### src/common/afe_cfg_map.svh
// register offsets, field positions and codes for the front-end configuration bank
`ifndef AFE_CFG_MAP_SVH
`define AFE_CFG_MAP_SVH

// ----------------------------------------
// register indices (byte-wide address port)
// ----------------------------------------
`define OFS_RANGE_LOW     8'hC2
`define OFS_RANGE_HIGH    8'hC3
`define OFS_CM_POWER      8'hC4
`define OFS_INIT_BOOST    8'hC5

// ----------------------------------------
// reset value and widths
// ----------------------------------------
`define REG_RESET         16'h0000
`define SPAN_W            4
`define SPAN_CODE_MAX     4'h5

// ----------------------------------------
// defined (non-reserved) bits per register
// ----------------------------------------
`define CM_POWER_USED     16'h03FF
`define INIT_BOOST_USED   16'hC67C

// ----------------------------------------
// common_mode_power_control fields
// ----------------------------------------
`define CMP_SLEEP_BIT     0
`define CMP_AVG1_BIT      1
`define CMP_CMON_LO_BIT   2
`define CMP_CMON_HI_BIT   3
`define CMP_AVG2_LSB      4
`define CMP_AVG2_MSB      5
`define CMP_CMRNG_LO_LSB  6
`define CMP_CMRNG_LO_MSB  7
`define CMP_CMRNG_HI_LSB  8
`define CMP_CMRNG_HI_MSB  9

// ----------------------------------------
// init_boost_average_control fields
// ----------------------------------------
`define IBA_AMP1_BIT      2
`define IBA_BOOST2_BIT    3
`define IBA_GLOBAL_BIT    4
`define IBA_AVG4_LSB      5
`define IBA_AVG4_MSB      6
`define IBA_AMP2_BIT      9
`define IBA_INIT3_BIT     10
`define IBA_BOOST1_LSB    14
`define IBA_BOOST1_MSB    15

// ----------------------------------------
// common-mode span codes
// ----------------------------------------
`define CM_HALF_RANGE     2'h0
`define CM_SIX_VOLT       2'h1
`define CM_TWELVE_VOLT    2'h2

`endif

### src/common/afe_cfg_pkg.sv
// types for the front-end configuration bank
package afe_cfg_pkg;

  // input span codes per channel
  typedef enum logic [3:0] {
    SPAN_5V0  = 4'h0,
    SPAN_3V5  = 4'h1,
    SPAN_2V5  = 4'h2,
    SPAN_7V0  = 4'h3,
    SPAN_10V0 = 4'h4,
    SPAN_12V0 = 4'h5
  } input_span_t;

  // resolved common-mode span
  typedef enum logic [1:0] {
    CM_HALF   = 2'h0,
    CM_SIX    = 2'h1,
    CM_TWELVE = 2'h2,
    CM_BAD    = 2'h3
  } common_span_t;

endpackage

### src/hdl/afe_range_power_config_regs.sv
// front-end range, common-mode, power and init configuration registers
`timescale 1ns/10ps
`include "afe_cfg_map.svh"

module afe_range_power_config_regs
(
  // clock and reset
  input  wire logic                  ref_clk,
  input  wire logic                  rst_n,
  // register port
  input  wire logic [7:0]            regAddr,
  input  wire logic [15:0]           regWrData,
  input  wire logic                  regWrStb,
  input  wire logic                  regRdStb,
  output logic      [15:0]           regRdData,
  // channel spans
  output logic      [3:0]            input_span_first,
  output logic      [3:0]            input_span_second,
  output logic      [3:0]            input_span_third,
  output logic      [3:0]            input_span_fourth,
  output logic      [3:0]            input_span_fifth,
  output logic      [3:0]            input_span_sixth,
  output logic      [3:0]            input_span_seventh,
  output logic      [3:0]            input_span_eighth,
  output logic      [7:0]            spanCodeValid,
  // common mode
  output logic      [1:0]            common_span_group_low,
  output logic      [1:0]            common_span_group_high,
  output logic                       common_ctrl_on_group_low,
  output logic                       common_ctrl_on_group_high,
  output logic                       common_ctrl_global_on,
  output afe_cfg_pkg::common_span_t  cmSpanLow,
  output afe_cfg_pkg::common_span_t  cmSpanHigh,
  // power and initialization
  output logic                       whole_device_sleep,
  output logic                       amp_startup_one,
  output logic                       amp_startup_two,
  output logic                       coreInitDone,
  // averaging and speed-boost settings
  output logic                       averaging_setting_one,
  output logic      [1:0]            averaging_setting_two,
  output logic      [1:0]            averaging_setting_four,
  output logic      [1:0]            speedup_setting_one,
  output logic                       speedup_setting_two
);

  // ----------------------------------------
  // reset synchroniser
  // ----------------------------------------
  logic rstMeta_reg;
  logic rstSync_reg;

  always_ff @(posedge ref_clk or negedge rst_n)
  begin
    if (!rst_n)
    begin
      rstMeta_reg <= 1'b0;
      rstSync_reg <= 1'b0;
    end
    else
    begin
      rstMeta_reg <= 1'b1;
      rstSync_reg <= rstMeta_reg;
    end
  end

  wire logic rstSync_n;
  assign rstSync_n = rstSync_reg;

  // ----------------------------------------
  // address decode
  // ----------------------------------------
  wire logic selRangeLow;
  wire logic selRangeHigh;
  wire logic selCmPower;
  wire logic selInitBoost;
  wire logic selAny;

  assign selRangeLow  = (regAddr == `OFS_RANGE_LOW);
  assign selRangeHigh = (regAddr == `OFS_RANGE_HIGH);
  assign selCmPower   = (regAddr == `OFS_CM_POWER);
  assign selInitBoost = (regAddr == `OFS_INIT_BOOST);
  assign selAny       = selRangeLow | selRangeHigh | selCmPower | selInitBoost;

  // ----------------------------------------
  // storage: whole words kept, reserved bits included
  // ----------------------------------------
  logic [15:0] rangeLow_reg;
  logic [15:0] rangeHigh_reg;
  logic [15:0] cmPower_reg;
  logic [15:0] initBoost_reg;

  always_ff @(posedge ref_clk or negedge rstSync_n)
  begin
    if (!rstSync_n)
    begin
      rangeLow_reg  <= `REG_RESET;
      rangeHigh_reg <= `REG_RESET;
      cmPower_reg   <= `REG_RESET;
      initBoost_reg <= `REG_RESET;
    end
    else if (regWrStb)
    begin
      if (selRangeLow)
        rangeLow_reg <= regWrData;
      if (selRangeHigh)
        rangeHigh_reg <= regWrData;
      if (selCmPower)
        cmPower_reg <= regWrData;
      if (selInitBoost)
        initBoost_reg <= regWrData;
    end
  end

  // ----------------------------------------
  // read path, data one cycle after the strobe
  // ----------------------------------------
  wire logic [15:0] rdMux;

  assign rdMux = selRangeLow  ? rangeLow_reg  :
                 selRangeHigh ? rangeHigh_reg :
                 selCmPower   ? cmPower_reg   :
                 selInitBoost ? initBoost_reg :
                 16'h0000;

  wire logic [15:0] regRdData_next;
  assign regRdData_next = (regRdStb && selAny) ? rdMux : 16'h0000;

  always_ff @(posedge ref_clk or negedge rstSync_n)
  begin
    if (!rstSync_n)
      regRdData <= 16'h0000;
    else
      regRdData <= regRdData_next;
  end

  // ----------------------------------------
  // decoders
  // ----------------------------------------
  wire logic [31:0]              spanAll;
  wire logic [7:0]               spanValidNext;
  afe_cfg_pkg::common_span_t     cmLowNext;
  afe_cfg_pkg::common_span_t     cmHighNext;

  assign spanAll = {rangeHigh_reg, rangeLow_reg};

  span_decode u_span_decode
  (
    .spanAll   (spanAll),
    .spanValid (spanValidNext)
  );

  cm_resolve u_cm_low
  (
    .globalOn  (initBoost_reg[`IBA_GLOBAL_BIT]),
    .groupOn   (cmPower_reg[`CMP_CMON_LO_BIT]),
    .groupSpan (cmPower_reg[`CMP_CMRNG_LO_MSB:`CMP_CMRNG_LO_LSB]),
    .cmSpan    (cmLowNext)
  );

  cm_resolve u_cm_high
  (
    .globalOn  (initBoost_reg[`IBA_GLOBAL_BIT]),
    .groupOn   (cmPower_reg[`CMP_CMON_HI_BIT]),
    .groupSpan (cmPower_reg[`CMP_CMRNG_HI_MSB:`CMP_CMRNG_HI_LSB]),
    .cmSpan    (cmHighNext)
  );

  // ----------------------------------------
  // registered field outputs, one cycle after the storage
  // ----------------------------------------
  always_ff @(posedge ref_clk or negedge rstSync_n)
  begin
    if (!rstSync_n)
    begin
      input_span_first          <= 4'h0;
      input_span_second         <= 4'h0;
      input_span_third          <= 4'h0;
      input_span_fourth         <= 4'h0;
      input_span_fifth          <= 4'h0;
      input_span_sixth          <= 4'h0;
      input_span_seventh        <= 4'h0;
      input_span_eighth         <= 4'h0;
      spanCodeValid             <= 8'hFF;
      common_span_group_low     <= 2'h0;
      common_span_group_high    <= 2'h0;
      common_ctrl_on_group_low  <= 1'b0;
      common_ctrl_on_group_high <= 1'b0;
      common_ctrl_global_on     <= 1'b0;
      cmSpanLow                 <= afe_cfg_pkg::CM_TWELVE;
      cmSpanHigh                <= afe_cfg_pkg::CM_TWELVE;
      whole_device_sleep        <= 1'b0;
      amp_startup_one           <= 1'b0;
      amp_startup_two           <= 1'b0;
      coreInitDone              <= 1'b0;
      averaging_setting_one     <= 1'b0;
      averaging_setting_two     <= 2'h0;
      averaging_setting_four    <= 2'h0;
      speedup_setting_one       <= 2'h0;
      speedup_setting_two       <= 1'b0;
    end
    else
    begin
      input_span_first          <= rangeLow_reg[3:0];
      input_span_second         <= rangeLow_reg[7:4];
      input_span_third          <= rangeLow_reg[11:8];
      input_span_fourth         <= rangeLow_reg[15:12];
      input_span_fifth          <= rangeHigh_reg[3:0];
      input_span_sixth          <= rangeHigh_reg[7:4];
      input_span_seventh        <= rangeHigh_reg[11:8];
      input_span_eighth         <= rangeHigh_reg[15:12];
      spanCodeValid             <= spanValidNext;
      common_span_group_low     <= cmPower_reg[`CMP_CMRNG_LO_MSB:`CMP_CMRNG_LO_LSB];
      common_span_group_high    <= cmPower_reg[`CMP_CMRNG_HI_MSB:`CMP_CMRNG_HI_LSB];
      common_ctrl_on_group_low  <= cmPower_reg[`CMP_CMON_LO_BIT];
      common_ctrl_on_group_high <= cmPower_reg[`CMP_CMON_HI_BIT];
      common_ctrl_global_on     <= initBoost_reg[`IBA_GLOBAL_BIT];
      cmSpanLow                 <= cmLowNext;
      cmSpanHigh                <= cmHighNext;
      whole_device_sleep        <= cmPower_reg[`CMP_SLEEP_BIT];
      amp_startup_one           <= initBoost_reg[`IBA_AMP1_BIT];
      amp_startup_two           <= initBoost_reg[`IBA_AMP2_BIT];
      coreInitDone              <= initBoost_reg[`IBA_INIT3_BIT];
      averaging_setting_one     <= cmPower_reg[`CMP_AVG1_BIT];
      averaging_setting_two     <= cmPower_reg[`CMP_AVG2_MSB:`CMP_AVG2_LSB];
      averaging_setting_four    <= initBoost_reg[`IBA_AVG4_MSB:`IBA_AVG4_LSB];
      speedup_setting_one       <= initBoost_reg[`IBA_BOOST1_MSB:`IBA_BOOST1_LSB];
      speedup_setting_two       <= initBoost_reg[`IBA_BOOST2_BIT];
    end
  end

endmodule

### src/hdl/span_decode.sv
// decodes the eight channel span fields into valid flags
`timescale 1ns/10ps
`include "afe_cfg_map.svh"

module span_decode
(
  // packed spans, channel 1 in the low nibble
  input  wire logic [31:0] spanAll,
  // one flag per channel, high when the code is defined
  output logic      [7:0]  spanValid
);

  function automatic logic codeDefined(input logic [`SPAN_W-1:0] code);
    codeDefined = (code <= `SPAN_CODE_MAX);
  endfunction

  genvar ch;
  generate
    for (ch = 0; ch < 8; ch++)
    begin : g_ch
      assign spanValid[ch] = codeDefined(spanAll[ch*`SPAN_W +: `SPAN_W]);
    end
  endgenerate

endmodule

### src/hdl/cm_resolve.sv
// resolves the common-mode span of one four-channel group
`timescale 1ns/10ps
`include "afe_cfg_map.svh"

module cm_resolve
(
  // controls
  input  wire logic                        globalOn,
  input  wire logic                        groupOn,
  input  wire logic [1:0]                  groupSpan,
  // result
  output afe_cfg_pkg::common_span_t        cmSpan
);

  wire logic userDefined;
  assign userDefined = globalOn & groupOn;

  // global off or group off gives the wide twelve-volt span
  assign cmSpan = !userDefined ? afe_cfg_pkg::CM_TWELVE :
                  (groupSpan == `CM_HALF_RANGE)  ? afe_cfg_pkg::CM_HALF :
                  (groupSpan == `CM_SIX_VOLT)    ? afe_cfg_pkg::CM_SIX :
                  (groupSpan == `CM_TWELVE_VOLT) ? afe_cfg_pkg::CM_TWELVE :
                  afe_cfg_pkg::CM_BAD;

endmodule

### config.mk
export PLATFORM = sky130hd
export DESIGN_NAME = afe_range_power_config_regs
export DESIGN_NICKNAME = d
export VERILOG_FILES = /design/src/common/afe_cfg_pkg.sv /design/src/hdl/afe_range_power_config_regs.sv /design/src/hdl/span_decode.sv /design/src/hdl/cm_resolve.sv
export VERILOG_INCLUDE_DIRS = /design/src /design/src/common
export SDC_FILE = /design/constraint.sdc
export NUM_CORES = 1
export LEC_CHECK = 0
export ABC_CLOCK_PERIOD_IN_PS = 6060
export BUFFER_PORTS_ARGS = -buffer_cell sky130_fd_sc_hd__buf_4
export CAP_MARGIN = 20
export CORE_MARGIN = 3
export CORE_UTILIZATION = 35
export CTS_CLUSTER_DIAMETER = 120
export DETAILED_ROUTE_END_ITERATION = 6
export SLEW_MARGIN = 30
export SYNTH_ARGS = -nofsm -noshare
export SYNTH_HDL_FRONTEND = slang
export SYNTH_HIERARCHICAL = 1
export SYNTH_SLANG_ARGS = --single-unit
export TNS_END_PERCENT = 50
### constraint.sdc
create_clock -name ref_clk -period 6.06 [get_ports ref_clk]
set_input_delay 1.818 -clock ref_clk [delete_from_list [all_inputs] [get_ports ref_clk]]
set_output_delay 1.818 -clock ref_clk [all_outputs]
set_load 0.02 [all_outputs]
; ---- After elaboration in Yosys (flattened, before gate mapping)
; Cells that the tools add are included.
[op_classes]
n_mux = 13
n_reduce_logical = 7
n_eq_ne = 8
n_bitwise = 5
n_lt_le_gt_ge = 8
[op_table]
columns = op, count
row1 = 16-bit two-way mux, 5
row2 = 8-bit == test (second input constant), 4
row3 = 4-bit by 3-bit <= comparator with 1-bit output (second input constant), 8
row4 = 2-bit two-way mux, 6
row5 = 2-bit AND reduction, 4
row6 = 2-bit by 1-bit == test with 1-bit output (second input constant), 2
row7 = 2-bit == test (second input constant), 2
row8 = 2-bit logical NOT, 2
row9 = 1-bit OR, 3
row10 = 1-bit bitwise AND, 2
row11 = 1-bit two-way mux, 2
row12 = 1-bit logical AND, 1
[word_totals]
ff_bits = 145
in_bits = 28
wordCells = 73

; ---- Logic depth before layout (Yosys ltp)
[logic_depth]
word_depth = 6
ltp_mapped = 6
ltp_nobuf = 3

; ---- Cells and area by module
; Netlist, hierarchy kept.
[modules_own_cells]
columns = module, instances, cells_each, area_each_um2
row1 = afe_range_power_config_regs, 1, 302, 5186.2
row2 = span_decode, 1, 8, 70.1
row3 = cm_resolve, 2, 2, 13.8

; ---- Worst setup path before layout
; Ideal clock, no wire load.
[synth_path]
path_kind = input to register
startpoint = input regAddr[2]
endpoint = register rangeLow_reg[10]
t_required_ns = 5.935
stages = 6
t_arrival_ns = 3.376
setup_ns = 0.125
setup_slack_ns = 2.559
path_cell_list = or3b_1 buf_6 or4_4 buf_6 buf_12 mux2_4
[synth_between]
elab_chain_len = 2
[synth_lines]
columns = element, line
row1 = from (decl), afe_range_power_config_regs.sv:11  ; input wire logic [7:0] regAddr,
row2 = 8-bit == test (no source line), n/a
row3 = 2-bit AND reduction (no source line), n/a
row4 = to (signal assigned), afe_range_power_config_regs.sv:97  ; rangeLow_reg <= `REG_RESET;
row5 = to (signal assigned), afe_range_power_config_regs.sv:105  ; rangeLow_reg <= regWrData;
row6 = to (decl), afe_range_power_config_regs.sv:88  ; logic [15:0] rangeLow_reg;
; Every way passes these cells.
; A chain may end at the register's enable or synchronous reset.

; ---- Final worst setup path
[layout_path]
startpoint = input regAddr[2]
endpoint = register rangeHigh_reg[5]
[layout_between]
elab_chain_len = 2
[layout_lines]
columns = element, line
row1 = 8-bit == test (no source line), n/a
row2 = 2-bit AND reduction (no source line), n/a
row3 = to (signal assigned), afe_range_power_config_regs.sv:98  ; rangeHigh_reg <= `REG_RESET;
row4 = to (signal assigned), afe_range_power_config_regs.sv:107  ; rangeHigh_reg <= regWrData;
row5 = to (decl), afe_range_power_config_regs.sv:89  ; logic [15:0] rangeHigh_reg;
; Every way passes these cells.

==> run summary <==
worst reg2reg path depth: 1
critical-path cell list: buf_4, or3b_1, nor3_4, mux2_2
H-Tree Depth: 4
total gr overflow: 0
DIE AREA: 0.0166 mm^2
Post-synth EDFFs: 0
Worst setup EP type: flop
# clock sinks: 145
Worst-Margin Slew: 0.924 ns
fin. max-slew vios: 0
Crit Path Category: primary input to flop
Netlist cell types: 25
worst min-delay path class: flop to flop
Core Footprint: 0.0146 mm^2
Top-Level Pins: 107
slowest cell on the critical path: nor3_4
status: completed
Vias/cell: 4.78
Finish-stage setup viols: 0
most frequent cell after synthesis: dfrtp_1
Max VDD drop: 0.235 mV
antenna violations before repair: 0
most area-consuming cells after synthesis: dfrtp_1, mux2_2, mux2i_1
Crit path depth: 4
dpl hpwl: 7.30 mm
Post-synth top cells: dfrtp_1, mux2_2, mux2i_1, mux2_4, o22a_1
cts bufs inserted: 17
number of cells on the worst hold path: 0
Period minus WS final: 3.71 ns
Die Y: 129 um
max-cap viol count: 0
RSZ-0062 raised after global routing: no
GP Congestion: 0.701
final core utilization: 0.467
Post-synth ARST share: 1.00
Final Net Count: 452
Post-Route WL: 11.2 mm
n_diodes: 0
final hold vios: 0
cell class contributing the biggest share of worst-path delay: simple AND/OR/NAND/NOR gates
register area share after synthesis: 0.689
CP max stage delay: 0.90 ns
clock slew at reported path FFs: 0.06 ns
Post-CTS Resized: 0
Die X: 129 um
Post-DRT Antenna Nets: 0
clock skew: 0.00892 ns
synthesis-to-layout area growth: 29.4%
vias: 2969
CP arrival: 4.00 ns
CTS Root Buffer Type: clkbuf_16
CP Max Fanout: 19
vias in the first global route: 3206
area share of the largest cell type after synthesis: 0.639
number of fill cells: 1294
DRT iter0 DRCs: 152
DR pass1 iterations: 4
clock buffer depth: 2
DRC: 0
Global Route Usage Sum: 0.139
row count: 44
Setup TNS: 0 ns
syn_area_per_cell: 16.8 um^2
nature of the critical path startpoint: primary input
initial core utilization: 0.361
IO buf count: 106
Syn Std Cell Area: 0.00528 mm^2
Tcrit/Tclk final: 0.612
first-pass GRT wire length: 17.6 mm
post-CTS setup buffer count: 0
placed insts: 589
Yosys reg bits: 145
cell taking the most area after synthesis: dfrtp_1
largest net degree at the start of global routing: 80
static leakage: 3.50 nW
Mapped Cells: 314
Multi-input gate area: 0.00153 mm^2
fin cells: 621
CTS tree: done
layout cells sized above 1: 0.517
ys flop type: dfrtp_1
syn nets: 342
yosys warns: 6
pwr/cell area: 331 mW/mm^2
Max-slew headroom: 0.382
Storage cell area: 0.00364 mm^2
drt wl/cell: 18.1 um
f_max: 0.270 GHz
WP buf/inv: 1
cts hold-fix bufs: 0
critical path required time: 6.35 ns
later-pin clock latency in the skew report: 0.41 ns
## cell families after synthesis
kind of cell | count (synthesis) | share of synthesized area
compound gates | 24 | 0.0398
xor+xnor | 1 | 0.00166
buf+inv | 17 | 0.0244
flops | 145 | 0.689
mux | 95 | 0.209
other cells | 1 | 0.000710
simple gates | 31 | 0.0350
## power by group
| group | switching, W | leakage [nW] | total, W | internal (W) |
|---|---|---|---|---|
| logic | 0.0000699 | 1.23 | 0.000136 | 0.0000665 |
| clock network | 0.000393 | 0.300 | 0.00108 | 0.000684 |
| registers | 0.0000359 | 1.97 | 0.00105 | 0.00101 |
## layout make-up
cell class,count,area share
Multi-Input combinational cell,152,0.223
Clock inverter,11,0.0225
Tap cell,184,0.0337
Timing Repair Buffer,107,0.118
Inverter,1,0.000549
Sequential cell,145,0.533
Clock buffer,21,0.0688
## through the flow
| step | power, W | worst slack, ns | area, um^2 | hold WS [ns] |
|---|---|---|---|---|
| 2_1_floorplan | 0.00113 | 1.74 | 5280 | 0.331 |
| 3_3_place_gp | 0.00120 | 1.96 | 6210 | 0.340 |
| 3_5_place_dp | 0.00120 | 1.89 | 6210 | 0.341 |
| 4_1_cts | 0.00229 | 2.34 | 6830 | 0.357 |
| 5_1_grt | 0.00234 | 2.29 | 6840 | 0.377 |
| 6_report | 0.00226 | 2.35 | 6840 | 0.354 |
## cell usage in the layout (no fill, tap or decap)
cell type,n
a21oi_2,8
and3_1,2
buf_4,106
buf_6,1
bufinv_16,3
clkbuf_1,1
clkbuf_16,17
clkbuf_8,3
clkinv_2,1
clkinv_4,3
clkinvlp_4,2
conb_1,1
dfrtp_1,134
dfrtp_4,1
dfstp_2,10
inv_1,1
inv_6,2
mux2_2,44
mux2_4,20
mux2i_1,31
nand2_1,1
nand3b_1,2
nand4bb_1,1
nor2_1,15
nor2b_1,1
nor3_1,2
nor3_4,2
o22a_1,16
or3b_1,2
or4_4,2
or4b_2,1
xnor2_1,1
## worst paths after layout
| kind | from | to | slack [ns] |
|---|---|---|---|
| min in group asynchronous | rstSync_n | input_span_eighth[1] | 0.44 |
| hold reg to reg | rstMeta_reg | rstSync_n | 0.35 |
| max in group asynchronous | rstSync_n | input_span_second[1] | 4.48 |
| setup / recovery | regAddr[2] | rangeHigh_reg[5] | 2.35 |
| hold / removal | rstMeta_reg | rstSync_n | 0.35 |
| setup reg to reg | rstSync_n | input_span_second[1] | 4.48 |
## per-layer routing
layer / up-vias / track usage / part of all wire
met5: - / 0 / 0
met4: 0 / 0.0488 / 0.013
met3: 10 / 0.0469 / 0.052
met2: 77 / 0.227 / 0.51
met1: 1550 / 0.175 / 0.43
li1: 1332 / - / -
No activity file was read; power rests on OpenSTA's default activity.
